[config.mk]
export PLATFORM = sky130hd
export DESIGN_NAME = tv_encoder_timing_control
export DESIGN_NICKNAME = d
export VERILOG_FILES = /design/src/pkg/tv_timing_pkg.sv /design/src/pkg/timing_if.sv /design/src/design/timing_gen.sv /design/src/design/tv_encoder_timing_control.sv
export VERILOG_INCLUDE_DIRS = /design/src /design/src/pkg
export SDC_FILE = /design/constraint.sdc
export NUM_CORES = 1
export LEC_CHECK = 0
export BUFFER_PORTS_ARGS = -buffer_cell sky130_fd_sc_hd__buf_2
export CAP_MARGIN = 20
export CELL_PAD_IN_SITES_DETAIL_PLACEMENT = 0
export CELL_PAD_IN_SITES_GLOBAL_PLACEMENT = 2
export CORE_UTILIZATION = 31
export DETAILED_ROUTE_END_ITERATION = 8
export PLACE_DENSITY_LB_ADDON = 0.3
export SLEW_MARGIN = 10
export SYNTH_ARGS = -nofsm -noshare
export SYNTH_HDL_FRONTEND = slang
export SYNTH_SLANG_ARGS = --single-unit
[constraint.sdc]
create_clock -name SYS_CLK -period 2.4 [get_ports SYS_CLK]
set_input_delay 0.6 -clock SYS_CLK [delete_from_list [all_inputs] [get_ports SYS_CLK]]
set_output_delay 0.6 -clock SYS_CLK [all_outputs]
set_load 0.1 [all_outputs]
[src/pkg/tv_timing_defines.svh]
`ifndef TV_TIMING_DEFINES_SVH
`define TV_TIMING_DEFINES_SVH

// ------------------------------------------------------------
// register byte offsets
// ------------------------------------------------------------
`define OFS_PRESCALER   12'h814
`define OFS_DEBUG       12'h818
`define OFS_CTL1        12'hc00
`define OFS_CTL2        12'hc04
`define OFS_STATUS      12'hc60

// ------------------------------------------------------------
// reset values
// ------------------------------------------------------------
`define RST_PRESCALER   32'h00000000
`define RST_DEBUG       32'h00000440
`define RST_CTL1        32'h00000000
`define RST_CTL2        32'h1ff00000

// ------------------------------------------------------------
// field positions
// ------------------------------------------------------------
`define B_INTERP        10
`define B_FINV          9
`define B_FSRC          7
`define B_FSTAT         6
`define B_TIMING_EN     31
`define B_PSW_INV       30
`define SCR_HI          29
`define SCR_LO          28
`define B_BLANK         27
`define B_BURST_DIS     26
`define B_SETUP         25
`define B_PAL           24
`define B_LINE_SEL      23
`define REF_HI          22
`define REF_LO          21
`define VPH_HI          20
`define VPH_LO          11
`define HPH_HI          10
`define HPH_LO          0
`define B_ANLG          31
`define B_DACM2         30
`define B_LUMA_BP       19
`define B_CHROMA_BP     18
`define LPF_HI          17
`define LPF_LO          16
`define HUE_HI          7
`define HUE_LO          0

// ------------------------------------------------------------
// timing counts: horizontal in 27 MHz video clocks, vertical in lines, plus the frame counter load value
// ------------------------------------------------------------
`define HALF_MAX_PAL    10'd863
`define HALF_MAX_NTSC   10'd857
`define LINES_PAL       10'd625
`define LINES_NTSC      10'd525
`define FIELD2_PAL      10'd313
`define FIELD2_NTSC     10'd263
`define HSYNC_WIDTH     10'd63
`define HBLANK_NORM     10'd138
`define HBLANK_ANLG     10'd150
`define VSYNC_LINES     10'd3
`define VBLANK_LINES    10'd22
`define FRAME_REF_LOAD  2'd3

`endif

[src/pkg/tv_timing_pkg.sv]
package tv_timing_pkg;

  // subcarrier reset interval codes
  typedef enum logic [1:0] {
    SC_NEVER,
    SC_TWO_LINES,
    SC_TWO_FRAMES,
    SC_FOUR_FRAMES
  } sc_reset_t;

  // chroma lowpass selection
  typedef logic [1:0] lpf_sel_t;
  typedef logic [7:0] hue_t;
  typedef logic [9:0] count_t;

endpackage

[src/pkg/timing_if.sv]
`timescale 1ns/1ns
// control and state between register side and timing generator
interface timing_if;
  import tv_timing_pkg::*;
  logic        enable;
  logic        line_std;
  logic [1:0]  ref_mode;
  logic [10:0] horizontal_phase;
  count_t      vertical_phase;
  logic        ref_pulse;
  count_t      hcount;
  logic        line_half;
  count_t      vcount;
  logic [1:0]  frame_cnt;
  logic        line_end;
  logic        frame_end;
  logic        field;

  modport ctrl (
    output enable, line_std, ref_mode, horizontal_phase, vertical_phase, ref_pulse,
    input  hcount, line_half, vcount, frame_cnt, line_end, frame_end, field
  );
  modport gen (
    input  enable, line_std, ref_mode, horizontal_phase, vertical_phase, ref_pulse,
    output hcount, line_half, vcount, frame_cnt, line_end, frame_end, field
  );
endinterface

[src/design/timing_gen.sv]
`timescale 1ns/1ns
`include "tv_timing_defines.svh"

module timing_gen (
  input wire logic clk,
  input wire logic rst,
  timing_if.gen    tif
);
  import tv_timing_pkg::*;

  count_t half_max;
  count_t lines;
  count_t field2;

  // ------------------------------------------------------------
  // line standard dependent limits
  // ------------------------------------------------------------
  assign half_max = tif.line_std ? `HALF_MAX_NTSC : `HALF_MAX_PAL;
  assign lines    = tif.line_std ? `LINES_NTSC : `LINES_PAL;
  assign field2   = tif.line_std ? `FIELD2_NTSC : `FIELD2_PAL;

  // end-of-line and end-of-frame strobes
  assign tif.line_end  = tif.enable && tif.line_half && (tif.hcount == half_max);
  assign tif.frame_end = tif.line_end && (tif.vcount == lines);
  assign tif.field     = (tif.vcount >= field2);

  // ------------------------------------------------------------
  // horizontal counter: half-line count plus line-half flag
  // ------------------------------------------------------------
  always_ff @(posedge clk)
  begin
    if (rst)
    begin
      tif.hcount    <= '0;
      tif.line_half <= 1'b0;
    end
    else if (tif.ref_pulse && tif.ref_mode[0])
    begin
      tif.hcount    <= tif.horizontal_phase[9:0];
      tif.line_half <= tif.horizontal_phase[10];
    end
    else if (tif.enable)
    begin
      if (tif.hcount == half_max)
      begin
        tif.hcount    <= '0;
        tif.line_half <= ~tif.line_half;
      end
      else
        tif.hcount <= tif.hcount + 10'd1;
    end
  end

  // ------------------------------------------------------------
  // vertical line counter, runs 1 to lines
  // ------------------------------------------------------------
  always_ff @(posedge clk)
  begin
    if (rst)
      tif.vcount <= 10'd1;
    else if (tif.ref_pulse && tif.ref_mode[0])
      tif.vcount <= tif.vertical_phase;
    else if (tif.frame_end)
      tif.vcount <= 10'd1;
    else if (tif.line_end)
      tif.vcount <= tif.vcount + 10'd1;
  end

  // ------------------------------------------------------------
  // frame counter, modulo four
  // ------------------------------------------------------------
  always_ff @(posedge clk)
  begin
    if (rst)
      tif.frame_cnt <= 2'd0;
    else if (tif.ref_pulse && tif.ref_mode[1])
      tif.frame_cnt <= `FRAME_REF_LOAD;
    else if (tif.frame_end)
      tif.frame_cnt <= tif.frame_cnt + 2'd1;
  end

endmodule

[src/design/tv_encoder_timing_control.sv]
`timescale 1ns/1ns
`include "tv_timing_defines.svh"
// Behaviour
// - scaler interpolates when interp bit is 1, replicates pixels when 0
// - field invert bit, default 0, inverts reported field when 1
// - field source: 0 encoder timing generator, 1 output-stage generator
// - timing enable 0 stops counters, disables syncs, asserts blank
// - phase switch invert bit flips alternating-line PAL switch sense
// - subcarrier reset: never, every two lines, two frames, four frames
// - blank bit blanks video output regardless of picture
// - burst disable 1 suppresses color burst, 0 inserts it
// - pedestal bit adds 7.5 IRE offset with rescale
// - color standard bit: 0 NTSC encoding, 1 PAL encoding
// - line standard bit 1 selects 525-line 60 Hz timing
// - frame reference mode: none, load h/v, frame to 3, or both
// - mode low bit loads vertical counter from vertical phase
// - mode low bit loads horizontal counter from horizontal phase
// - horizontal counter is 10-bit half-line count plus toggling flag
// - PAL line 1728 clocks, half-line counter 0 to 863
// - NTSC line 1716 clocks, half-line modulus 858
// - analog line bit lengthens horizontal blanking
// - holds DAC ordering mode top bit
// - separate luma and chroma oversampling bypass bits
// - chroma lowpass: bypass, 1.3 MHz composite, 1.8 MHz separated
// - hue offset added to subcarrier phase only in active video

module tv_encoder_timing_control (
  input  wire logic               SYS_CLK,
  input  wire logic               SYS_RST,
  input  wire logic               PSEL,
  input  wire logic               PENABLE,
  input  wire logic               PWRITE,
  input  wire logic [11:0]        PADDR,
  input  wire logic [31:0]        PWDATA,
  output logic                    PREADY,
  output logic [31:0]             PRDATA,
  output logic                    PSLVERR,
  input  wire logic               EXTERNAL_FRAME_REFERENCE,
  input  wire logic               OUTPUT_STAGE_FIELD,
  output logic                    SCALER_INTERP,
  output logic                    FIELD_OUT,
  output logic                    HSYNC_OUT,
  output logic                    VSYNC_OUT,
  output logic                    BLANK_OUT,
  output logic                    SUBCARRIER_RESET,
  output logic                    PHASE_SWITCH,
  output logic                    BURST_ENABLE,
  output logic                    PEDESTAL_ENABLE,
  output logic                    PAL_ENCODE,
  output logic                    DAC_MODE_MSB,
  output logic                    LUMA_BYPASS,
  output logic                    CHROMA_BYPASS,
  output tv_timing_pkg::lpf_sel_t CHROMA_LPF_SEL,
  output tv_timing_pkg::hue_t     HUE_PHASE_ADD
);
  import tv_timing_pkg::*;

  logic [31:0] prescaler_reg;
  logic [31:0] debug_reg;
  logic [31:0] ctl1_reg;
  logic [31:0] ctl2_reg;
  logic        ext_ref_reg;
  logic [31:0] rdata_next;
  logic        hit_next;
  logic        wr_take;
  logic        field_now;
  logic        hblank;
  logic        vblank;
  logic        active;
  logic        sc_pulse;
  count_t      hblank_end;
  sc_reset_t   sc_mode;

  timing_if tif ();

  // ------------------------------------------------------------
  // timing generator
  // ------------------------------------------------------------
  timing_gen u_gen (
    .clk (SYS_CLK),
    .rst (SYS_RST),
    .tif (tif.gen)
  );

  // controls handed to the generator
  assign tif.enable    = ctl1_reg[`B_TIMING_EN];
  assign tif.line_std  = ctl1_reg[`B_LINE_SEL];
  assign tif.ref_mode  = ctl1_reg[`REF_HI:`REF_LO];
  assign tif.horizontal_phase    = ctl1_reg[`HPH_HI:`HPH_LO];
  assign tif.vertical_phase    = ctl1_reg[`VPH_HI:`VPH_LO];
  assign tif.ref_pulse = EXTERNAL_FRAME_REFERENCE && !ext_ref_reg;

  // rising edge detect of the frame reference
  always_ff @(posedge SYS_CLK)
  begin
    if (SYS_RST)
      ext_ref_reg <= 1'b0;
    else
      ext_ref_reg <= EXTERNAL_FRAME_REFERENCE;
  end

  // ------------------------------------------------------------
  // apb slave: zero wait state, ready registered at the end of setup, high in the access cycle
  // ------------------------------------------------------------
  assign wr_take = PSEL && PENABLE && PREADY && PWRITE;

  // read mux and address decode
  always_comb
  begin
    rdata_next = 32'h00000000;
    hit_next   = 1'b1;
    case (PADDR)
      `OFS_PRESCALER: rdata_next = prescaler_reg;
      `OFS_DEBUG:
      begin
        rdata_next            = debug_reg;
        rdata_next[`B_FSTAT]  = field_now;
      end
      `OFS_CTL1:      rdata_next = ctl1_reg;
      `OFS_CTL2:      rdata_next = ctl2_reg;
      `OFS_STATUS:
        rdata_next = {tif.line_half, tif.frame_cnt, 3'h0, tif.vcount, 6'h00, tif.hcount};
      default:        hit_next = 1'b0;
    endcase
  end

  // answer is captured in the setup cycle
  always_ff @(posedge SYS_CLK)
  begin
    if (SYS_RST)
    begin
      PREADY  <= 1'b0;
      PRDATA  <= 32'h00000000;
      PSLVERR <= 1'b0;
    end
    else if (PSEL && !PENABLE)
    begin
      PREADY  <= 1'b1;
      PRDATA  <= PWRITE ? 32'h00000000 : rdata_next;
      PSLVERR <= !hit_next;
    end
    else
    begin
      PREADY  <= 1'b0;
      PRDATA  <= 32'h00000000;
      PSLVERR <= 1'b0;
    end
  end

  // ------------------------------------------------------------
  // register writes
  // ------------------------------------------------------------
  // scaler control
  always_ff @(posedge SYS_CLK)
  begin
    if (SYS_RST)
      prescaler_reg <= `RST_PRESCALER;
    else if (wr_take && PADDR == `OFS_PRESCALER)
      prescaler_reg <= PWDATA;
  end

  // output stage debug, field status bit is read only
  always_ff @(posedge SYS_CLK)
  begin
    if (SYS_RST)
      debug_reg <= `RST_DEBUG;
    else if (wr_take && PADDR == `OFS_DEBUG)
    begin
      debug_reg            <= PWDATA;
      debug_reg[`B_FSTAT]  <= debug_reg[`B_FSTAT];
    end
  end

  // timing and encoder control one
  always_ff @(posedge SYS_CLK)
  begin
    if (SYS_RST)
      ctl1_reg <= `RST_CTL1;
    else if (wr_take && PADDR == `OFS_CTL1)
      ctl1_reg <= PWDATA;
  end

  // timing and encoder control two
  always_ff @(posedge SYS_CLK)
  begin
    if (SYS_RST)
      ctl2_reg <= `RST_CTL2;
    else if (wr_take && PADDR == `OFS_CTL2)
      ctl2_reg <= PWDATA;
  end

  // ------------------------------------------------------------
  // field, blanking and subcarrier decode
  // ------------------------------------------------------------
  assign field_now = (debug_reg[`B_FSRC] ? OUTPUT_STAGE_FIELD : tif.field)
                     ^ debug_reg[`B_FINV];
  assign hblank_end = ctl2_reg[`B_ANLG] ? `HBLANK_ANLG : `HBLANK_NORM;
  assign hblank     = !tif.line_half && (tif.hcount < hblank_end);
  assign vblank     = (tif.vcount <= `VBLANK_LINES);
  assign active     = tif.enable && !ctl1_reg[`B_BLANK] && !hblank && !vblank;
  assign sc_mode    = sc_reset_t'(ctl1_reg[`SCR_HI:`SCR_LO]);

  // subcarrier reset strobe selection
  always_comb
  begin
    case (sc_mode)
      SC_NEVER:       sc_pulse = 1'b0;
      SC_TWO_LINES:   sc_pulse = tif.line_end && tif.vcount[0];
      SC_TWO_FRAMES:  sc_pulse = tif.frame_end && tif.frame_cnt[0];
      SC_FOUR_FRAMES: sc_pulse = tif.frame_end && (tif.frame_cnt == 2'd3);
      default:        sc_pulse = 1'b0;
    endcase
  end

  // ------------------------------------------------------------
  // registered video outputs
  // ------------------------------------------------------------
  always_ff @(posedge SYS_CLK)
  begin
    if (SYS_RST)
    begin
      FIELD_OUT        <= 1'b0;
      HSYNC_OUT        <= 1'b0;
      VSYNC_OUT        <= 1'b0;
      BLANK_OUT        <= 1'b1;
      SUBCARRIER_RESET <= 1'b0;
      PHASE_SWITCH     <= 1'b0;
      BURST_ENABLE     <= 1'b0;
      HUE_PHASE_ADD    <= 8'h00;
    end
    else
    begin
      FIELD_OUT        <= field_now;
      HSYNC_OUT        <= tif.enable && !tif.line_half && (tif.hcount < `HSYNC_WIDTH);
      VSYNC_OUT        <= tif.enable && (tif.vcount <= `VSYNC_LINES);
      BLANK_OUT        <= !active;
      SUBCARRIER_RESET <= sc_pulse;
      PHASE_SWITCH     <= tif.vcount[0] ^ ctl1_reg[`B_PSW_INV];
      BURST_ENABLE     <= tif.enable && !ctl1_reg[`B_BURST_DIS] && hblank;
      HUE_PHASE_ADD    <= active ? ctl2_reg[`HUE_HI:`HUE_LO] : 8'h00;
    end
  end

  // static encoder controls
  always_ff @(posedge SYS_CLK)
  begin
    if (SYS_RST)
    begin
      SCALER_INTERP   <= 1'b0;
      PEDESTAL_ENABLE <= 1'b0;
      PAL_ENCODE      <= 1'b0;
      DAC_MODE_MSB    <= 1'b0;
      LUMA_BYPASS     <= 1'b0;
      CHROMA_BYPASS   <= 1'b0;
      CHROMA_LPF_SEL  <= 2'h0;
    end
    else
    begin
      SCALER_INTERP   <= prescaler_reg[`B_INTERP];
      PEDESTAL_ENABLE <= ctl1_reg[`B_SETUP];
      PAL_ENCODE      <= ctl1_reg[`B_PAL];
      DAC_MODE_MSB    <= ctl2_reg[`B_DACM2];
      LUMA_BYPASS     <= ctl2_reg[`B_LUMA_BP];
      CHROMA_BYPASS   <= ctl2_reg[`B_CHROMA_BP];
      CHROMA_LPF_SEL  <= ctl2_reg[`LPF_HI:`LPF_LO];
    end
  end
endmodule

Yosys cells after proc, flatten, opt, wreduce, memory -nomap -nowiden --
Index checks and enable logic that the tools add are counted.
Word-level totals: input port bits 51, register bits after elaboration 208
Cells by class: equality and inequality tests 11, reduce and logical (&&, ||, !) cells 45, bitwise logic cells 5, muxes and demuxes 20, order comparisons 5, add/sub/neg operators 3
Operators by type and width (count):
- $pmux 32 s5 | 1
- $eq 12x12->1 const B | 5
- $mux 10 | 6
- $logic_and 1x1->1 | 26
- $add 10x1->10 const B | 2
- $eq 10x10->1 | 2
- $ge 10x10->1 | 1
- $le 10x2->1 const B | 1
- $le 10x5->1 const B | 1
- $lt 10x6->1 const B | 1
- $lt 10x8->1 | 1
- $logic_not 1->1 | 9
- $mux 7 | 1
- $eq 2x2->1 const B | 3
- $mux 1 | 6
- $mux 6 | 1
- $reduce_bool 2->1 | 3
- $mux 5 | 1
- $reduce_or 5->1 | 1
- $mux 2 | 2
- $pmux 1 s4 | 1
- $reduce_or 2->1 | 2
- $mux 3 | 1
- $not 1->1 | 3
- 7 further kinds | 8

Logic depth before layout (Yosys ltp) --
depth in word-level cells 8, depth in mapped cells 8, mapped depth without buffers 7

Modules after synthesis --
From an unflattened synthesis, not the netlist that was laid out.
Second synthesis, totals: cell total of the unflattened synthesis 1050, area, all modules 8847.2 um^2
Modules (own cells, without submodules):
- tv_encoder_timing_control | seq. area each 3703.6 um^2, times used 1, cells an instance 857, area each 7288.2 um^2
- timing_gen | seq. area each 460.4 um^2, times used 1, cells an instance 193, area each 1559.0 um^2

Worst setup path before layout --
No wires, ideal clock.
path kind input-to-reg, start input port PADDR[9], end register ctl1_reg[1], buffers on the path 3, required time 2.268 ns, stages 8, setup slack -0.178 ns, arrival 2.445 ns, cell sequence or3b_1 > clkbuf_1 > or4_4 > or3_1 > clkbuf_1 > clkbuf_1 > nand2_1 > a21oi_1
On the way: longest elaborated chain between the ends 2
RTL lines:
- start: declaration | line tv_encoder_timing_control.sv:33 | input wire logic [11:0] PADDR,
- $eq 12x12->1
- $logic_and 1x1->1 (no line)
- end signal: assignment | line tv_encoder_timing_control.sv:178 | ctl1_reg <= `RST_CTL1;
- end: declaration | line tv_encoder_timing_control.sv:60 | logic [31:0] ctl1_reg;
Every way passes these cells. A chain may end at the register's enable or synchronous reset.

Worst setup path after layout --
start register ctl1_reg[23], end register u_gen.tif.vcount[4]
On the way: longest elaborated chain between the ends 6, elaborated cells on any way between the ends 9, those cells by class 2 x eq/ne; 4 x mux; 3 x reduce/logical
RTL lines:
- $mux 3 (no line)
- $eq 10x10->1 | line timing_gen.sv:23 | assign tif.line_end = tif.enable && tif.line_half && (tif.hcount == half_max);
- $logic_and 1x1->1 | line timing_gen.sv:23
- $logic_and 1x1->1 | line timing_gen.sv:24 | assign tif.frame_end = tif.line_end && (tif.vcount == lines);
- $mux 10 | line timing_gen.sv:63 | else if (tif.frame_end)
- $mux 10 | line timing_gen.sv:61 | else if (tif.ref_pulse && tif.ref_mode[0])
- end signal: assignment | line timing_gen.sv:62 | tif.vcount <= tif.vertical_phase;
- end signal: assignment | line timing_gen.sv:66 | tif.vcount <= tif.vcount + 10'd1;
- end: declaration | line timing_if.sv:25 | output hcount, line_half, vcount, frame_cnt, line_end, frame_end, field
Parallel ways exist; a longest one is shown, timed or not.

==> flow_results.org <==
** Layout
- Leaving out fill and tap cells, the most frequent cell in the layout is nand2_1.
- Final core utilization :: roughly two fifths
- Relative to the synthesized area, the layout overhead comes to 25.6%.
- Fin nets :: 1,226
- In the layout the commonest cells are 290 x nand2_1, 207 x dfxtp_1, 138 x a21oi_1.
- The finished layout holds approximately 1,600 standard cells, fillers aside.
- The filler cells instantiated in the layout total roughly 2,800.
- The post-route netlist has 20.4% of its cells at a drive strength greater than 1.

** Job
- Max-capacitance violation count :: 0

** Logic synthesis
- Commonest register cell after synthesis :: dfxtp_1
- EDFF count, synth :: 0
- Synthesis produced a netlist with a net count of 1,101.
- Register area share after synthesis :: approximately half
- Post-synthesis instance total :: 1,037
- Async set or reset register ratio after synthesis :: 0%
- After synthesis, the mean cell area works out to 8.32 um2.
- Yosys printed 0 warnings.
- In this run the cell area of the synthesized design comes to 8630 um2.
- Synth Register Bits :: ~210
- Number of library cell types mapped by synthesis :: 61

** Min path
- The path class of the tightest hold or removal check is in2reg.
- Critical hold path startpoint :: PSEL

** Worst setup path
- For the worst setup path, the data required time is 2.84 ns.
- Along the worst path, the maximum fanout reaches 10.
- The critical path contains buffers and inverters numbering 4 combined.
- On the worst path, the slowest cell contributes a delay of ~0.48 ns.
- Master of the slowest instance on the critical path :: or4b_1
- Startpoint kind of the worst setup timing path :: flip-flop
- In this run the critical register-to-register path is launched from ctl1_reg[23]$_SDFFE_PP0P_.
- The endpoint identified for the worst register-to-register timing path is u_gen.tif.vcount[4]$_SDFFE_PP0P_.
- Reg2reg path depth :: 9
- The kind of cell with the highest combined delay along the critical path is simple AND/OR/NAND/NOR gates.
- Worst setup slack for register-to-register paths :: 0.09 ns
- Following the worst setup path forward leads to its endpoint at u_gen.tif.vcount[4]$_SDFFE_PP0P_.
- In this run the worst setup path begins at ctl1_reg[23]$_SDFFE_PP0P_.
- By instance count, the cell type seen most on the critical path is buf_4.
- The worst setup path is captured at a flip-flop.
- Worst setup path class :: reg2reg
- Data arrival time at the worst-slack endpoint :: 2.74 ns
- Traced cell by cell, the critical path runs through buf_4, ha_1, nand3_1, buf_4, nor4_4, buf_4, buf_4, or4b_1, a311oi_2.
- Number of cells on the critical path :: 9

** Timing
- After layout, the worst path uses 96.2% of the clock period.
- Final Critical Period :: around 2.3 ns
- Final setup violation count :: 0
- The total count of max-transition violations in the final report came to 0.
- Setup repair after global routing left no endpoint under its margin.
- Static timing analysis puts the maximum clock frequency at 433 MHz.
- Clock skew on the completed layout was measured at approximately 0.018 ns.
- Actual slew at the worst max-slew pin :: 0.772 ns
- Worst slew margin :: 48.6%
- The final hold violation count came to 0.

** Detailed routing
- WL per Instance :: a little under 20 um
- Iteration count of the initial detailed-routing pass :: 5
- Initial drt markers :: 597
- Vias/cell :: around 5
- Post-detailed-route count of antenna-violating nets :: 0
- Remaining design rule violation count :: 0
- The final layout contains routed wiring with a total length of 29,800 um.
- Detailed-route via count :: 7,844

** Power
- Per report_power, the sequential group accounts for between 40 and 50% of the total.
- Leakage component of the power :: 3.91 nW
- Net switching power :: 0.00160 W
- In this run switching power makes up 21.6% of total power.
- Internal power contribution :: 0.00581 W
- Power comes to 0.00741 W.
- Largest voltage drop on the vdd net :: 0.376 mV
- Share of power burned in the clock network :: 50.9%
- Power spread over the standard cell area amounts to 684 nW/um2.
- Per report_power, the combinational group accounts for under 10% of the total.

** Die
- In this run the horizontal extent of the chip is 169 um.
- Number of placement rows :: 60
- The floorplan step defined a die boundary enclosing approximately 29,000 um2.
- For this design the top-level I/O count stands at 108.
- Once the floorplan was initialized, standard cells occupied 31.8% of the core.
- After floorplanning, the core was sized to cover approximately 27,000 um2.
- In this run the vertical extent of the chip is 169 um.

** Status
- The run finished with clean final reports.

** Clock tree
- TritonCTS built the clock tree.
- Clock network latency to the later pin of the worst-skew pair :: 0.53 ns
- Clock buffers created by TritonCTS :: 24
- Root buffer cell :: clkbuf_16
- In this run the deepest clock path goes through 3 buffers.
- Clock-pin slew on the worst setup and hold paths :: about 0.06 ns
- In this run the number of H-tree levels came out at 1.
- The tree built by TritonCTS fans out to 208 sinks.

** Placement
- After detailed placement, the design holds a cell count of 1,506.
- Global placement routability congestion :: 0.826
- The HPWL after detailed placement is 20,100 um.
- Port Buf Inserts :: 107

** GRT
- Sum of overflow across all layers after global routing :: 0
- All-Layer GR Usage :: 20.9%
- First-pass GRT wire length :: 45,800 um
- The initial antenna violation count was 1.
- The number of global-route vias before repair was 7,625.
- Entering global routing, the biggest net connects approximately 160 pins.
[power by group through the flow]
stage	clock (W)	sequential (W)	combinational [W]
2_1_floorplan	0	0.00355	0.0000588
6_report	0.00377	0.00346	0.000183
5_1_grt	0.00400	0.00346	0.000195
4_1_cts	0.00387	0.00346	0.000183
3_3_place_gp	0	0.00353	0.000186
3_5_place_dp	0	0.00353	0.000183
[worst min-delay path: stages]
cell	delay [ns]
buf_2	0.09
nand2_1	0.08
inv_1	0.05
[how the worst min path moves through the flow]
stage	end	slack, ns	cells past startpoint
global placement	debug_reg[14]$_SDFFE_PP0P_	0.44	2
detailed placement	debug_reg[15]$_SDFFE_PP0P_	0.44	2
floorplan	BURST_ENABLE$_SDFF_PP0_	0.42	1
finish	PREADY$_SDFF_PP0_	0.34	3
CTS	PREADY$_SDFF_PP0_	0.32	3
global route	prescaler_reg[27]$_SDFFE_PP0P_	0.33	3
[metrics by stage]
step	hold slack [ns]	area (um2)	setup TNS, ns	worst slack, ns
2_1_floorplan	0.422	8680	-7.29	-0.125
3_3_place_gp	0.438	9990	-33.05	-0.321
3_5_place_dp	0.444	9990	-35.12	-0.345
4_1_cts	0.319	10800	0	0.0113
5_1_grt	0.331	10800	0	0.0109
6_report	0.338	10800	0	0.0905
[timing repair]
action                                  4_1_cts  5_1_grt
resized for setup                             0        3
hold buffers                                  0        0
buffers inserted                              0        2
endpoints found under the setup margin        0        6
[cell families (layout without fill, tap and decap cells)]
logic type	after synthesis	count (layout)	synth area share (%)
compound gates	272	272	19.3
xor+xnor	10	10	1.02
fa+ha+maj	13	13	1.89
buf+inv	83	223	4.51
flops	208	208	48.3
mux	3	3	0.363
other cells	0	1	0
simple gates	448	448	24.6
[per-layer routing]
metal	wire [um]	track usage [%]
met1	14500	29.8
met2	13300	33.0
met3	1390	2.53
met4	585	5.89
met5	0	0
[cell type report]
type	count	area [um2]	area share [%]
Timing Repair Buffer	174	1230	11.3
Multi-Input combinational cell	746	4130	38.1
Sequential cell	208	4170	38.4
Clock inverter	10	139	1.28
Clock buffer	31	677	6.25
Tap cell	372	465	4.29
Inverter	8	30.0	0.277
Antenna cell	1	2.50	0.0231
[synth_stat cells (3+ instances only)]
master | instances | share of area [%]
nor2b_1 | 9 | 0.65
nand4_1 | 3 | 0.22
clkbuf_1 | 62 | 2.7
nand2_1 | 290 | 13
a21oi_1 | 138 | 8.0
nor3_2 | 3 | 0.35
xor2_1 | 3 | 0.30
or3_1 | 5 | 0.36
nor3_1 | 12 | 0.70
nand2b_1 | 7 | 0.51
dfxtp_1 | 208 | 48
a211oi_1 | 7 | 0.61
o21ai_0 | 16 | 0.93
nand3b_1 | 14 | 1.2
or4b_1 | 5 | 0.58
clkbuf_8 | 5 | 0.80
xnor2_1 | 7 | 0.71
or4_1 | 4 | 0.35
and3_1 | 7 | 0.51
or2_2 | 3 | 0.22
a31oi_1 | 23 | 1.7
nand3_1 | 9 | 0.52
inv_1 | 8 | 0.35
nor4_1 | 8 | 0.58
ha_1 | 13 | 1.9
a311oi_1 | 9 | 0.91
nor3b_1 | 10 | 0.87
nor2_1 | 39 | 1.7
and2_1 | 4 | 0.29
buf_2 | 4 | 0.23
a22oi_1 | 66 | 5.7
No activity file was read; power rests on OpenSTA's default activity.
